**src/rtl/dspwm_pkg.sv**
```systemverilog
// constants, register map and field layout of the dual-slope pwm timer
// ==========================================================================
// What this block does
// - phase correct: overflow flag at bottom
// - phase correct: compare buffers load at top
// - phase correct: a/capture flag at top update
// - fixed top: mask compare writes to resolution
// - compare above top never matches
// - code 2 non-inverted, code 3 inverted
// - non-inverted clears up, sets down
// - pin driven only when direction selects output
// - non-inverted: bottom gives constant low, top constant high
// - mode 11 code 1 toggles a
// - modes 8 and 9 are frequency correct
// - mode 8 capture top, 9 compare a
// - counter holds top one timer cycle
// - frequency correct: load and overflow at bottom
// - frequency correct: a/capture flag at top
// - compare match sets channel flag
// - mode 9 code 1 toggles a
// - period twice prescale times top
// - phase correct tops for modes 1,2,3,10,11
// - compare a write goes to buffer
// - capture top takes effect at once
package dspwm_pkg;
  // ========================================================================
  // register byte offsets
  localparam logic [7:0] DSPWM_OFF_CTRL = 8'h00;
  localparam logic [7:0] DSPWM_OFF_CMPA = 8'h04;
  localparam logic [7:0] DSPWM_OFF_CMPB = 8'h08;
  localparam logic [7:0] DSPWM_OFF_CAPTOP = 8'h0C;
  localparam logic [7:0] DSPWM_OFF_COUNT = 8'h10;
  localparam logic [7:0] DSPWM_OFF_FLAGS = 8'h14;
  // ========================================================================
  // control register fields
  localparam int DSPWM_CTRL_MODE_LSB = 0;
  localparam int DSPWM_CTRL_CODEA_LSB = 4;
  localparam int DSPWM_CTRL_CODEB_LSB = 6;
  localparam int DSPWM_CTRL_PRESC_LSB = 8;
  localparam int DSPWM_CTRL_DIRA_BIT = 12;
  localparam int DSPWM_CTRL_DIRB_BIT = 13;
  localparam logic [31:0] DSPWM_CTRL_MASK = 32'h0000_37FF;
  localparam logic [31:0] DSPWM_CTRL_RESET = 32'h0000_0000;
  // ========================================================================
  // flag register bits, write one to clear
  localparam int DSPWM_FLAG_OVF = 0;
  localparam int DSPWM_FLAG_CMPA = 1;
  localparam int DSPWM_FLAG_CMPB = 2;
  localparam int DSPWM_FLAG_CAP = 3;
  // ========================================================================
  // waveform modes, fixed tops, channel output codes
  localparam logic [3:0] DSPWM_MODE_PC8 = 4'h1;
  localparam logic [3:0] DSPWM_MODE_PC9 = 4'h2;
  localparam logic [3:0] DSPWM_MODE_PC10 = 4'h3;
  localparam logic [3:0] DSPWM_MODE_PFC_CAP = 4'h8;
  localparam logic [3:0] DSPWM_MODE_PFC_A = 4'h9;
  localparam logic [3:0] DSPWM_MODE_PC_CAP = 4'hA;
  localparam logic [3:0] DSPWM_MODE_PC_A = 4'hB;
  localparam logic [15:0] DSPWM_TOP_8 = 16'h00FF;
  localparam logic [15:0] DSPWM_TOP_9 = 16'h01FF;
  localparam logic [15:0] DSPWM_TOP_10 = 16'h03FF;
  localparam logic [1:0] DSPWM_CODE_OFF = 2'h0;
  localparam logic [1:0] DSPWM_CODE_TOGGLE = 2'h1;
  localparam logic [1:0] DSPWM_CODE_NONINV = 2'h2;
  localparam logic [1:0] DSPWM_CODE_INV = 2'h3;
  // prescale selects: 0 stopped, then divide by 1, 8, 64, 256, 1024
  localparam logic [2:0] DSPWM_PRESC_STOP = 3'h0;
  localparam logic [2:0] DSPWM_PRESC_1 = 3'h1;
  localparam logic [2:0] DSPWM_PRESC_8 = 3'h2;
  localparam logic [2:0] DSPWM_PRESC_64 = 3'h3;
  localparam logic [2:0] DSPWM_PRESC_256 = 3'h4;
  localparam logic [2:0] DSPWM_PRESC_1024 = 3'h5;
  // ahb transfer types
  localparam logic [1:0] DSPWM_HTRANS_NONSEQ = 2'h2;
  localparam logic [1:0] DSPWM_HTRANS_SEQ = 2'h3;
endpackage

```
**src/rtl/dspwm_presc.sv**
```systemverilog
// prescaler producing the timer clock enable from the i/o clock
`timescale 1ns/1ps
module dspwm_presc
  import dspwm_pkg::*;
#(
  parameter int DIV_W = 10
) (
  // clock and reset
  input wire logic hclk,
  input wire logic hresetn,
  // divider select and enable out
  input wire logic [2:0] presc_sel,
  output logic tick
);
  logic [DIV_W-1:0] div_cnt;
  logic next_tick;

  // ==========================================================================
  // free running divider; stopping it keeps phase steps out of restart
  always_ff @(posedge hclk or negedge hresetn) begin
    if (!hresetn) begin
      div_cnt <= '0;
    end else if (presc_sel == DSPWM_PRESC_STOP) begin
      div_cnt <= '0;
    end else begin
      div_cnt <= div_cnt + 1'b1;
    end
  end

  // select which divider tap produces the enable
  always_comb begin
    unique case (presc_sel)
      DSPWM_PRESC_1: next_tick = 1'b1;
      DSPWM_PRESC_8: next_tick = &div_cnt[2:0];
      DSPWM_PRESC_64: next_tick = &div_cnt[5:0];
      DSPWM_PRESC_256: next_tick = &div_cnt[7:0];
      DSPWM_PRESC_1024: next_tick = &div_cnt[9:0];
      default: next_tick = 1'b0;
    endcase
  end

  // registered enable, one i/o clock wide
  always_ff @(posedge hclk or negedge hresetn) begin
    if (!hresetn) begin
      tick <= 1'b0;
    end else begin
      tick <= next_tick;
    end
  end
endmodule

```
**src/rtl/dspwm_top.sv**
```systemverilog
// dual-slope 16-bit pwm timer with two compare channels and ahb-lite registers
`timescale 1ns/1ps
module dspwm_top
  import dspwm_pkg::*;
#(
  parameter int CNT_W = 16
) (
  // ahb-lite clock and reset
  input wire logic hclk,
  input wire logic hresetn,
  // ahb-lite slave port
  input wire logic hsel,
  input wire logic [31:0] haddr,
  input wire logic [1:0] htrans,
  input wire logic hwrite,
  input wire logic [2:0] hsize,
  input wire logic hready,
  input wire logic [31:0] hwdata,
  output logic [31:0] hrdata,
  output logic hreadyout,
  output logic hresp,
  // channel a pin
  output logic wave_out_a,
  output logic wave_out_a_oe,
  // channel b pin
  output logic wave_out_b,
  output logic wave_out_b_oe
);
  // ==========================================================================
  // decoding helpers
  function automatic logic is_pc(input logic [3:0] m);
    is_pc = (m == DSPWM_MODE_PC8) || (m == DSPWM_MODE_PC9) || (m == DSPWM_MODE_PC10) ||
            (m == DSPWM_MODE_PC_CAP) || (m == DSPWM_MODE_PC_A);
  endfunction

  function automatic logic is_pfc(input logic [3:0] m);
    is_pfc = (m == DSPWM_MODE_PFC_CAP) || (m == DSPWM_MODE_PFC_A);
  endfunction

  function automatic logic top_is_a(input logic [3:0] m);
    top_is_a = (m == DSPWM_MODE_PC_A) || (m == DSPWM_MODE_PFC_A);
  endfunction

  function automatic logic top_is_cap(input logic [3:0] m);
    top_is_cap = (m == DSPWM_MODE_PC_CAP) || (m == DSPWM_MODE_PFC_CAP);
  endfunction

  // ==========================================================================
  // declarations
  logic [31:0] ctrl;
  logic [CNT_W-1:0] capture_top_reg;
  logic [CNT_W-1:0] count_value;
  logic count_up;
  logic [3:0] flags;
  logic wr_pend;
  logic [7:0] wr_addr;
  logic rd_pend;
  logic [7:0] rd_addr;
  logic tick;
  logic [3:0] waveform_mode_sel;
  logic [2:0] presc_sel;
  logic [1:0] chan_output_code [2];
  logic [1:0] pin_direction_bit;
  logic dual_mode;
  logic running;
  logic [CNT_W-1:0] top_val;
  logic [CNT_W-1:0] fixed_mask;
  logic fixed_top;
  logic at_top;
  logic at_bottom;
  logic up_phase;
  logic load_now;
  logic [CNT_W-1:0] cmp_buf [2];
  logic [CNT_W-1:0] cmp_act [2];
  logic [1:0] match;
  logic [1:0] wave;
  logic [1:0] connected;
  logic [3:0] flag_set;
  logic [3:0] flag_clr;
  logic [31:0] rd_mux;
  logic addr_ok;

  // ==========================================================================
  // control field extraction
  assign waveform_mode_sel = ctrl[DSPWM_CTRL_MODE_LSB +: 4];
  assign chan_output_code[0] = ctrl[DSPWM_CTRL_CODEA_LSB +: 2];
  assign chan_output_code[1] = ctrl[DSPWM_CTRL_CODEB_LSB +: 2];
  assign presc_sel = ctrl[DSPWM_CTRL_PRESC_LSB +: 3];
  assign pin_direction_bit = {ctrl[DSPWM_CTRL_DIRB_BIT], ctrl[DSPWM_CTRL_DIRA_BIT]};
  assign dual_mode = is_pc(waveform_mode_sel) || is_pfc(waveform_mode_sel);

  // ==========================================================================
  // prescaler
  dspwm_presc #(
    .DIV_W(10)
  ) u_presc (
    .hclk(hclk),
    .hresetn(hresetn),
    .presc_sel(presc_sel),
    .tick(tick)
  );

  // timer logic advances only on enabled cycles of a dual-slope mode
  assign running = dual_mode && tick;

  // ==========================================================================
  // top selection
  always_comb begin
    top_val = {CNT_W{1'b1}};
    fixed_top = 1'b1;
    unique case (waveform_mode_sel)
      DSPWM_MODE_PC8: top_val = DSPWM_TOP_8;
      DSPWM_MODE_PC9: top_val = DSPWM_TOP_9;
      DSPWM_MODE_PC10: top_val = DSPWM_TOP_10;
      default: fixed_top = 1'b0;
    endcase
    // capture top is unbuffered, so a write acts at once
    if (top_is_cap(waveform_mode_sel)) begin
      top_val = capture_top_reg;
    end
    if (top_is_a(waveform_mode_sel)) begin
      top_val = cmp_act[0];
    end
  end

  // bits above the fixed resolution are cleared on compare writes
  assign fixed_mask = fixed_top ? top_val : {CNT_W{1'b1}};

  // ==========================================================================
  // counter turnaround points
  assign at_top = (count_value == top_val);
  assign at_bottom = (count_value == '0);
  // bottom counts as rising, top as falling, which makes the extremes steady;
  // a compare at either end then gives a constant level instead of a glitch
  always_comb begin
    up_phase = count_up;
    if (at_bottom) begin
      up_phase = 1'b1;
    end else if (at_top) begin
      up_phase = 1'b0;
    end
  end

  // compare buffers load at top for phase correct, at bottom for the other
  assign load_now = running && ((is_pc(waveform_mode_sel) && at_top) ||
                                (is_pfc(waveform_mode_sel) && at_bottom));

  // up from zero to top, one cycle at top, then down to zero
  always_ff @(posedge hclk or negedge hresetn) begin
    if (!hresetn) begin
      count_value <= '0;
      count_up <= 1'b1;
    end else if (running) begin
      if (count_up) begin
        if (at_top) begin
          count_up <= 1'b0;
          count_value <= count_value - 1'b1;
        end else begin
          count_value <= count_value + 1'b1;
        end
      end else begin
        if (at_bottom) begin
          count_up <= 1'b1;
          count_value <= count_value + 1'b1;
        end else begin
          count_value <= count_value - 1'b1;
        end
      end
    end
  end

  // ==========================================================================
  // compare channels
  genvar g;
  generate
    for (g = 0; g < 2; g++) begin : g_chan
      logic [CNT_W-1:0] buf_q;
      logic [CNT_W-1:0] act_q;
      logic wave_q;
      logic wr_hit;
      logic is_toggle;

      assign wr_hit = wr_pend && (wr_addr == ((g == 0) ? DSPWM_OFF_CMPA : DSPWM_OFF_CMPB));
      // toggle only exists on channel a with compare a as top
      assign is_toggle = (g == 0) && top_is_a(waveform_mode_sel) &&
                         (chan_output_code[g] == DSPWM_CODE_TOGGLE);

      // software writes land in the buffer only
      always_ff @(posedge hclk or negedge hresetn) begin
        if (!hresetn) begin
          buf_q <= '0;
        end else if (wr_hit) begin
          buf_q <= hwdata[CNT_W-1:0] & fixed_mask;
        end
      end

      // active compare follows the buffer at the update point
      always_ff @(posedge hclk or negedge hresetn) begin
        if (!hresetn) begin
          act_q <= '0;
        end else if (load_now || !dual_mode) begin
          act_q <= buf_q;
        end
      end

      // a compare value above top can never match
      assign match[g] = running && (count_value == act_q) && (act_q <= top_val);

      // waveform register
      always_ff @(posedge hclk or negedge hresetn) begin
        if (!hresetn) begin
          wave_q <= 1'b0;
        end else if (match[g]) begin
          if (is_toggle) begin
            wave_q <= ~wave_q;
          end else if (chan_output_code[g] == DSPWM_CODE_NONINV) begin
            wave_q <= !up_phase;
          end else if (chan_output_code[g] == DSPWM_CODE_INV) begin
            wave_q <= up_phase;
          end
        end
      end

      assign connected[g] = dual_mode && ((chan_output_code[g] == DSPWM_CODE_NONINV) ||
                            (chan_output_code[g] == DSPWM_CODE_INV) || is_toggle);
      assign cmp_buf[g] = buf_q;
      assign cmp_act[g] = act_q;
      assign wave[g] = wave_q;
    end
  endgenerate

  // pin enables; the level itself comes straight from the wave register
  always_ff @(posedge hclk or negedge hresetn) begin
    if (!hresetn) begin
      wave_out_a_oe <= 1'b0;
      wave_out_b_oe <= 1'b0;
    end else begin
      wave_out_a_oe <= connected[0] && pin_direction_bit[0];
      wave_out_b_oe <= connected[1] && pin_direction_bit[1];
    end
  end

  assign wave_out_a = wave[0];
  assign wave_out_b = wave[1];

  // ==========================================================================
  // event flags
  always_comb begin
    flag_set = '0;
    flag_set[DSPWM_FLAG_OVF] = running && at_bottom;
    flag_set[DSPWM_FLAG_CMPA] = match[0] ||
                                (running && at_top && top_is_a(waveform_mode_sel));
    flag_set[DSPWM_FLAG_CMPB] = match[1];
    flag_set[DSPWM_FLAG_CAP] = running && at_top && top_is_cap(waveform_mode_sel);
  end

  assign flag_clr = (wr_pend && (wr_addr == DSPWM_OFF_FLAGS)) ? hwdata[3:0] : 4'h0;

  // a new event wins over a clear in the same cycle
  always_ff @(posedge hclk or negedge hresetn) begin
    if (!hresetn) begin
      flags <= '0;
    end else begin
      flags <= (flags & ~flag_clr) | flag_set;
    end
  end

  // ==========================================================================
  // ahb-lite address phase capture
  // idle and busy transfers are ignored; hsize is not decoded as only words are used
  assign addr_ok = hsel && hready && ((htrans == DSPWM_HTRANS_NONSEQ) || (htrans == DSPWM_HTRANS_SEQ));

  always_ff @(posedge hclk or negedge hresetn) begin
    if (!hresetn) begin
      wr_pend <= 1'b0;
      wr_addr <= '0;
    end else begin
      wr_pend <= addr_ok && hwrite;
      wr_addr <= haddr[7:0];
    end
  end

  // reads take one wait state so a preceding write is always visible
  always_ff @(posedge hclk or negedge hresetn) begin
    if (!hresetn) begin
      rd_pend <= 1'b0;
      rd_addr <= '0;
      hreadyout <= 1'b1;
    end else if (rd_pend) begin
      rd_pend <= 1'b0;
      hreadyout <= 1'b1;
    end else if (addr_ok && !hwrite) begin
      rd_pend <= 1'b1;
      rd_addr <= haddr[7:0];
      hreadyout <= 1'b0;
    end
  end

  // ==========================================================================
  // control and capture registers
  always_ff @(posedge hclk or negedge hresetn) begin
    if (!hresetn) begin
      ctrl <= DSPWM_CTRL_RESET;
    end else if (wr_pend && (wr_addr == DSPWM_OFF_CTRL)) begin
      ctrl <= hwdata & DSPWM_CTRL_MASK;
    end
  end

  always_ff @(posedge hclk or negedge hresetn) begin
    if (!hresetn) begin
      capture_top_reg <= '0;
    end else if (wr_pend && (wr_addr == DSPWM_OFF_CAPTOP)) begin
      capture_top_reg <= hwdata[CNT_W-1:0];
    end
  end

  // ==========================================================================
  // read mux; unmapped offsets read zero
  always_comb begin
    rd_mux = 32'h0000_0000;
    unique case (rd_addr)
      DSPWM_OFF_CTRL: rd_mux = ctrl;
      DSPWM_OFF_CMPA: rd_mux[CNT_W-1:0] = cmp_buf[0];
      DSPWM_OFF_CMPB: rd_mux[CNT_W-1:0] = cmp_buf[1];
      DSPWM_OFF_CAPTOP: rd_mux[CNT_W-1:0] = capture_top_reg;
      DSPWM_OFF_COUNT: rd_mux[CNT_W-1:0] = count_value;
      DSPWM_OFF_FLAGS: rd_mux[3:0] = flags;
      default: rd_mux = 32'h0000_0000;
    endcase
  end

  // hrdata holds the last read word until the data phase of the next read
  always_ff @(posedge hclk or negedge hresetn) begin
    if (!hresetn) begin
      hrdata <= 32'h0000_0000;
      hresp <= 1'b0;
    end else begin
      hresp <= 1'b0; // every transfer answers okay
      if (rd_pend) begin
        hrdata <= rd_mux;
      end
    end
  end
endmodule
```
**config.mk**
```make
export PLATFORM = sky130hd
export DESIGN_NAME = dspwm_top
export DESIGN_NICKNAME = d
export VERILOG_FILES = /design/src/rtl/dspwm_pkg.sv /design/src/rtl/dspwm_presc.sv /design/src/rtl/dspwm_top.sv
export SDC_FILE = /design/constraint.sdc
export NUM_CORES = 1
export LEC_CHECK = 0
export BUFFER_PORTS_ARGS = -buffer_cell sky130_fd_sc_hd__buf_4
export CAP_MARGIN = 20
export CELL_PAD_IN_SITES_DETAIL_PLACEMENT = 0
export CELL_PAD_IN_SITES_GLOBAL_PLACEMENT = 2
export CORE_ASPECT_RATIO = 1.25
export CORE_MARGIN = 2
export CORE_UTILIZATION = 41
export DETAILED_ROUTE_END_ITERATION = 8
export PLACE_DENSITY_LB_ADDON = 0.25
export SYNTH_ARGS = -nofsm -noshare
export SYNTH_HDL_FRONTEND = slang
export SYNTH_SLANG_ARGS = --single-unit
```
**constraint.sdc**
```tcl
create_clock -name hclk -period 6.5 [get_ports hclk]
set_input_delay 0.65 -clock hclk [delete_from_list [all_inputs] [get_ports hclk]]
set_output_delay 0.65 -clock hclk [all_outputs]
set_load 0.005 [all_outputs]
```
After elaboration in Yosys (flattened, before gate mapping) --
Cells that the tools add are included.
Word-level totals: logic and storage cells 149, flip-flop bits (word level) 164
Cells by class: reduce and logical (&&, ||, !) cells 59, $add $sub $neg 3, magnitude comparators 2, eq/ne operators 31, bitwise logic cells 6, multiplexer cells 27
Operators by type and width (count):
- two-way mux 16 bit | 6
- one-hot mux 12 bit (5 select lines) | 1
- == test 16 bit | 3
- one-hot mux 16 bit (3 select lines) | 1
- == test 8 x 4 -> 1 bit, second input constant | 4
- <= comparator 16 bit | 2
- logical AND 1 bit | 26
- == test 8 x 5 -> 1 bit, second input constant | 3
- one-hot mux 4 bit (6 select lines) | 1
- adder 16 x 1 -> 16 bit, second input constant | 1
- AND 16 bit | 1
- == test 4 bit, second input constant | 4
- == test 8 x 3 -> 1 bit, second input constant | 2
- zero test 16 bit | 1
- zero test 8 bit | 2
- subtractor 16 x 1 -> 16 bit, second input constant | 1
- logical OR 1 bit | 15
- two-way mux 1 bit | 15
- == test 2 bit, second input constant | 6
- adder 10 x 1 -> 10 bit, second input constant | 1
- two-way mux 10 bit | 1
- AND reduction 10 bit | 1
- == test 4 x 2 -> 1 bit, second input constant | 2
- AND reduction 8 bit | 1
- 19 further kinds | 27

Depth between registers and ports, before layout --
depth after elaboration 11, gate-level depth with buffers 15, gate-level depth less buffers 13

Modules after synthesis --
A second synthesis with hierarchy kept.
Second synthesis, totals: cells, all modules 865, area total of the unflattened synthesis 9252.6 um2
By module, submodules not included:
- dspwm_top | cells an instance 810, seq. area each 3831.2 um2, times used 1, area an instance 8697.1 um2
- dspwm_presc | cells an instance 55, seq. area each 275.3 um2, times used 1, area an instance 555.5 um2

Worst setup path before layout --
No wires, ideal clock.
kind register to register, start register ctrl[1], end register g_chan[1].act_q[10], path buffers 3, stages on the path, launching flop included 12, setup slack 3.613 ns, arrival time 2.763 ns, required time 6.375 ns, clock period less this slack 2.887 ns, setup time 0.125 ns, cells stage by stage dfrtp_1 -> buf_6 -> or2_1 -> buf_6 -> a32oi_1 -> xnor2_1 -> o21ai_0 -> nor4_4 -> nand3_1 -> a32oi_4 -> buf_6 -> mux2_2
On the way: word-level cells in the longest chain between the ends 9, elaborated cells on any way between the ends 26, those cells by class eq/ne (8); mux (3); reduce/logical (15)
RTL lines:
- from (decl) | line dspwm_top.sv:50 | logic [31:0] ctrl;
- from (signal assigned) | line dspwm_top.sv:305 | ctrl <= hwdata & DSPWM_CTRL_MASK;
- == test 4 x 2 -> 1 bit, or another cell as far along | line dspwm_top.sv:32, dspwm_top.sv:111
- one-hot mux 16 bit (3 select lines), or another cell as far along | line dspwm_top.sv:111 | unique case (waveform_mode_sel)
- two-way mux 16 bit / logical OR 1 bit (equally long branches) | line dspwm_top.sv:118, dspwm_top.sv:32
- two-way mux 16 bit / logical OR 1 bit (equally long branches) | line dspwm_top.sv:121, dspwm_top.sv:32
- == test 16 bit / logical OR 1 bit (equally long branches) | line dspwm_top.sv:131, dspwm_top.sv:33
- logical AND 1 bit / logical OR 1 bit (equally long branches) | line dspwm_top.sv:145, dspwm_top.sv:90
- logical OR 1 bit / logical AND 1 bit (equally long branches) | line dspwm_top.sv:145, dspwm_top.sv:104
- logical AND 1 bit | line dspwm_top.sv:145 | assign load_now = running && ((is_pc(waveform_mode_sel) && at_top) ||
- logical OR 1 bit * | line dspwm_top.sv:201 | end else if (load_now || !dual_mode) begin
- to (signal assigned) | line dspwm_top.sv:202 | act_q <= buf_q;
- to (decl) | line dspwm_top.sv:178 | logic [CNT_W-1:0] act_q;
Mark *: on every way between the ends. The rest lies on a longest branch, timed or not. A chain may end at the register's enable or synchronous reset.

Final worst setup path --
start register ctrl[3], end register g_chan[1].act_q[14]
The elaborated chain is that of the path after synthesis.

==> run_results.csv <==
group,metric,value,unit
grt,grt_pass1_wl,40050,µm
worst_setup_path,cp.required,6.82,ns
power_and_ir_drop,combPwrFrac,11.8,%
detailed_routing,wl_per_cell,21.32,µm
worst_setup_path,critPathMaxFanout,19,
synthesis,syn_avg_cell_area,10.19,µm²
detailed_routing,drcViolationCount,0,
timing,rsz0062_at_grt,"no",
synthesis,yosys_warnings,0,
detailed_routing,antenna_left,0,
job,cap_violations,0,
clock_tree,postCtsSetupBuffers,0,
grt,grt_pass1_vias,6961,
synthesis,ys.flop_type,"dfrtp_1",
timing,min_period,4.546,ns
power_and_ir_drop,sw_frac_of_total,29.06,%
power_and_ir_drop,p_leak,0.004536,µW
synthesis,yosysTopAreaCellShare,44.97,%
floorplan,io_pins,112,
timing,fin_skew,0.01025,ns
power_and_ir_drop,peakVddDrop,0.1713,mV
clock_tree,cts_root_buffer,"clkbuf_16",
finish,seqCellArea,4106,µm²
timing,hold_viol_final,0,
detailed_routing,routed_wl,25670,µm
clock_tree,cts_tree,"yes",
place,routabilityCongestion,0.9794,
synthesis,yosys.area.top_type,"dfrtp_1",
worst_setup_path,critPathKind,"flop to flop",
worst_setup_path,crit_start,"ctrl[3]",
worst_setup_path,r2r-start,"ctrl[3]",
outcome,status,"completed",
finish,insertedDiodeCount,0,
synthesis,synth-edff-count,0,
detailed_routing,top_layer_used,"met4",
finish,reg.largest.list,"g_chan.act_q (32), g_chan.buf_q (32)",
timing,slew_headroom,27.52,%
floorplan,die_w,136.6,µm
finish,final_common_cell,"dfrtp_1",
place,port-buffer-count,50,
floorplan,floorplan.die.height,169.8,µm
timing,maxSlewViolCount,0,
worst_setup_path,reg2reg_slack,1.95,ns
synthesis,synth.area.top_cells,"dfrtp_1, mux2_2, ha_1",
worst_setup_path,setup.worst_path.end_class,"flop",
finish,nNetsFinal,1023,
clock_tree,cts.path.max_buffers,2,
grt,antenna_found_initial,0,
synthesis,netlist_instances,885,
detailed_routing,viasPerCell,5.650,
worst_setup_path,start_kind,"flop",
finish,multiInputGateArea,4507,µm²
power_and_ir_drop,pwr-share-seq,46.4,%
clock_tree,ctsHoldBuffers,0,
worst_setup_path,worstPathArrival,4.87,ns
power_and_ir_drop,p_sw,699.6,µW
synthesis,yosysSeqAreaShare,45.55,%
floorplan,start_util,41.84,%
floorplan,num_rows,60,
synthesis,yosys_register_bits,164,
finish,design_area,10090,µm²
power_and_ir_drop,power_frac_clock,41.8,%
worst_setup_path,r2r_cells,9,
synthesis,synth_area,9015,µm²
detailed_routing,wl_met1,11630,µm
place,postPlaceCellArea,9503,µm²
worst_setup_path,worstSetupEndpoint,"g_chan[1].act_q[14]",
finish,most-common-layout-cells,"dfrtp_1, nand2_1, mux2_2",
detailed_routing,drt_iter0_drc,473,
clock_tree,clock_sinks,164,
grt,grt_max_degree,105,
clock_tree,clkLatencyLatePin,0.44,ns
timing,fin_crit_sh,69.94,%
detailed_routing,vias,6802,
timing,tightest_slew,1.084,ns
detailed_routing,wl_met3,789,µm
finish,drive_gt1_share,18.38,%
place,place_hpwl,19070,µm
detailed_routing,route.met2.wl,12580,µm
synthesis,synth-async-reset-ratio,100.0,%
power_and_ir_drop,p_per_area,238.6,nW/µm²
worst_hold_path,hp-start,"haddr[5]",
clock_tree,cts_buffers,17,
detailed_routing,drt-pass1-iter-count,4,
clock_tree,cts-htree-levels,4,
clock_tree,clk_pin_slew,0.08,ns
power_and_ir_drop,intPower,1707,µW
grt,grt_overflow,0,
timing,finalSetupTns,0,ns
timing,max_freq,220.0,MHz
clock_tree,ctsResizeCount,0,
timing,setup_viol,0,
finish,syn_to_final_growth,11.89,%
floorplan,core,21550,µm²
grt,gr-usage-all-layers,23.19,%
floorplan,dieArea,23200,µm²
synthesis,synth_cell_type_count,67,
worst_setup_path,regToRegEndpoint,"g_chan[1].act_q[14]",
finish,fillers,2030,
worst_hold_path,min_path_type,"input port to flop",
power by group through the flow:
stage / logic, µW / clock network (µW) / registers [µW]
finish: 283 / 1010 / 1120
CTS: 288 / 1030 / 1120
global route: 315 / 1080 / 1120
detailed placement: 287 / 0 / 1140
floorplan: 155 / 0 / 1120
global placement: 285 / 0 / 1130
worst min-delay path by stage:
stage                              end  slack [ns]  cells past startpoint
floorplan           capture_top_reg[0]        0.35                      0
global placement    u_presc.div_cnt[0]        0.46                      1
detailed placement          rd_addr[7]        0.46                      2
CTS                         wr_addr[6]        0.31                      1
global route                wr_addr[6]        0.30                      1
finish                      wr_addr[5]        0.32                      1
layer usage:
layer / global-route usage, % / vias to the layer above
li1: - / 3182
met1: 31.37 / 3410
met2: 37.65 / 164
met3: 3.256 / 46
met4: 8.696 / 0
met5: 0 / -
stage by stage:
stage	setup WS [ns]	utilization [%]	hold slack, ns	instances	total power [µW]
after floorplan	3.613	-	0.3544	901	1280
after global placement	2.152	44.11	0.4611	1172	1420
final	1.954	46.82	0.3223	1204	2407
after detailed placement	2.038	44.11	0.4635	1172	1425
after global routing	1.789	46.82	0.3011	1204	2516
after CTS	2.021	46.82	0.3070	1204	2437
cells by family after synthesis:
kind of cell | share of synthesized area (%)
AND/OR/NAND/NOR | 13.78
AO/OA/AOI/OAI | 13.06
flip-flops | 45.55
buffers and inverters | 5.246
multiplexers | 10.58
XOR/XNOR | 6.607
adder cells (fa/ha/maj) | 5.135
other | 0.04160
area by class of cell:
class	instances	area share, %
Clock buffer	18	4.255
Timing Repair Buffer	59	4.428
Tap cell	279	3.461
Clock inverter	14	1.538
Inverter	25	0.9303
Sequential cell	164	40.71
Multi-Input combinational cell	645	44.68
critical path, cell delays in order, from the launching register on:
cell and delay [ns]:
dfrtp_1 0.77, or2_1 0.42, a21oi_1 0.13, a211oi_1 0.60, xnor2_1 0.20, nor4_4 0.30, nand3_1 0.38, a32oi_4 0.83
buf_4 0.40, mux2_2 0.37
synthesized netlist by cell type (all sizes together) (3+ instances only):
master,n
or3,7
nor4,13
nor2,49
a21oi,63
nand2,95
nand4,21
a31oi,6
nor2b,10
o22ai,8
nor3,14
a221oi,12
mux2,66
a211oi,5
xor2,37
mux2i,21
and3,10
nor3b,5
inv,24
o211ai,3
o21a,3
buf,35
ha,37
dfrtp,162
clkbuf,32
xnor2,31
a22oi,11
o21ai,46
a21o,8
nand3,13
and2,4
No activity file was read; power rests on OpenSTA's default activity.
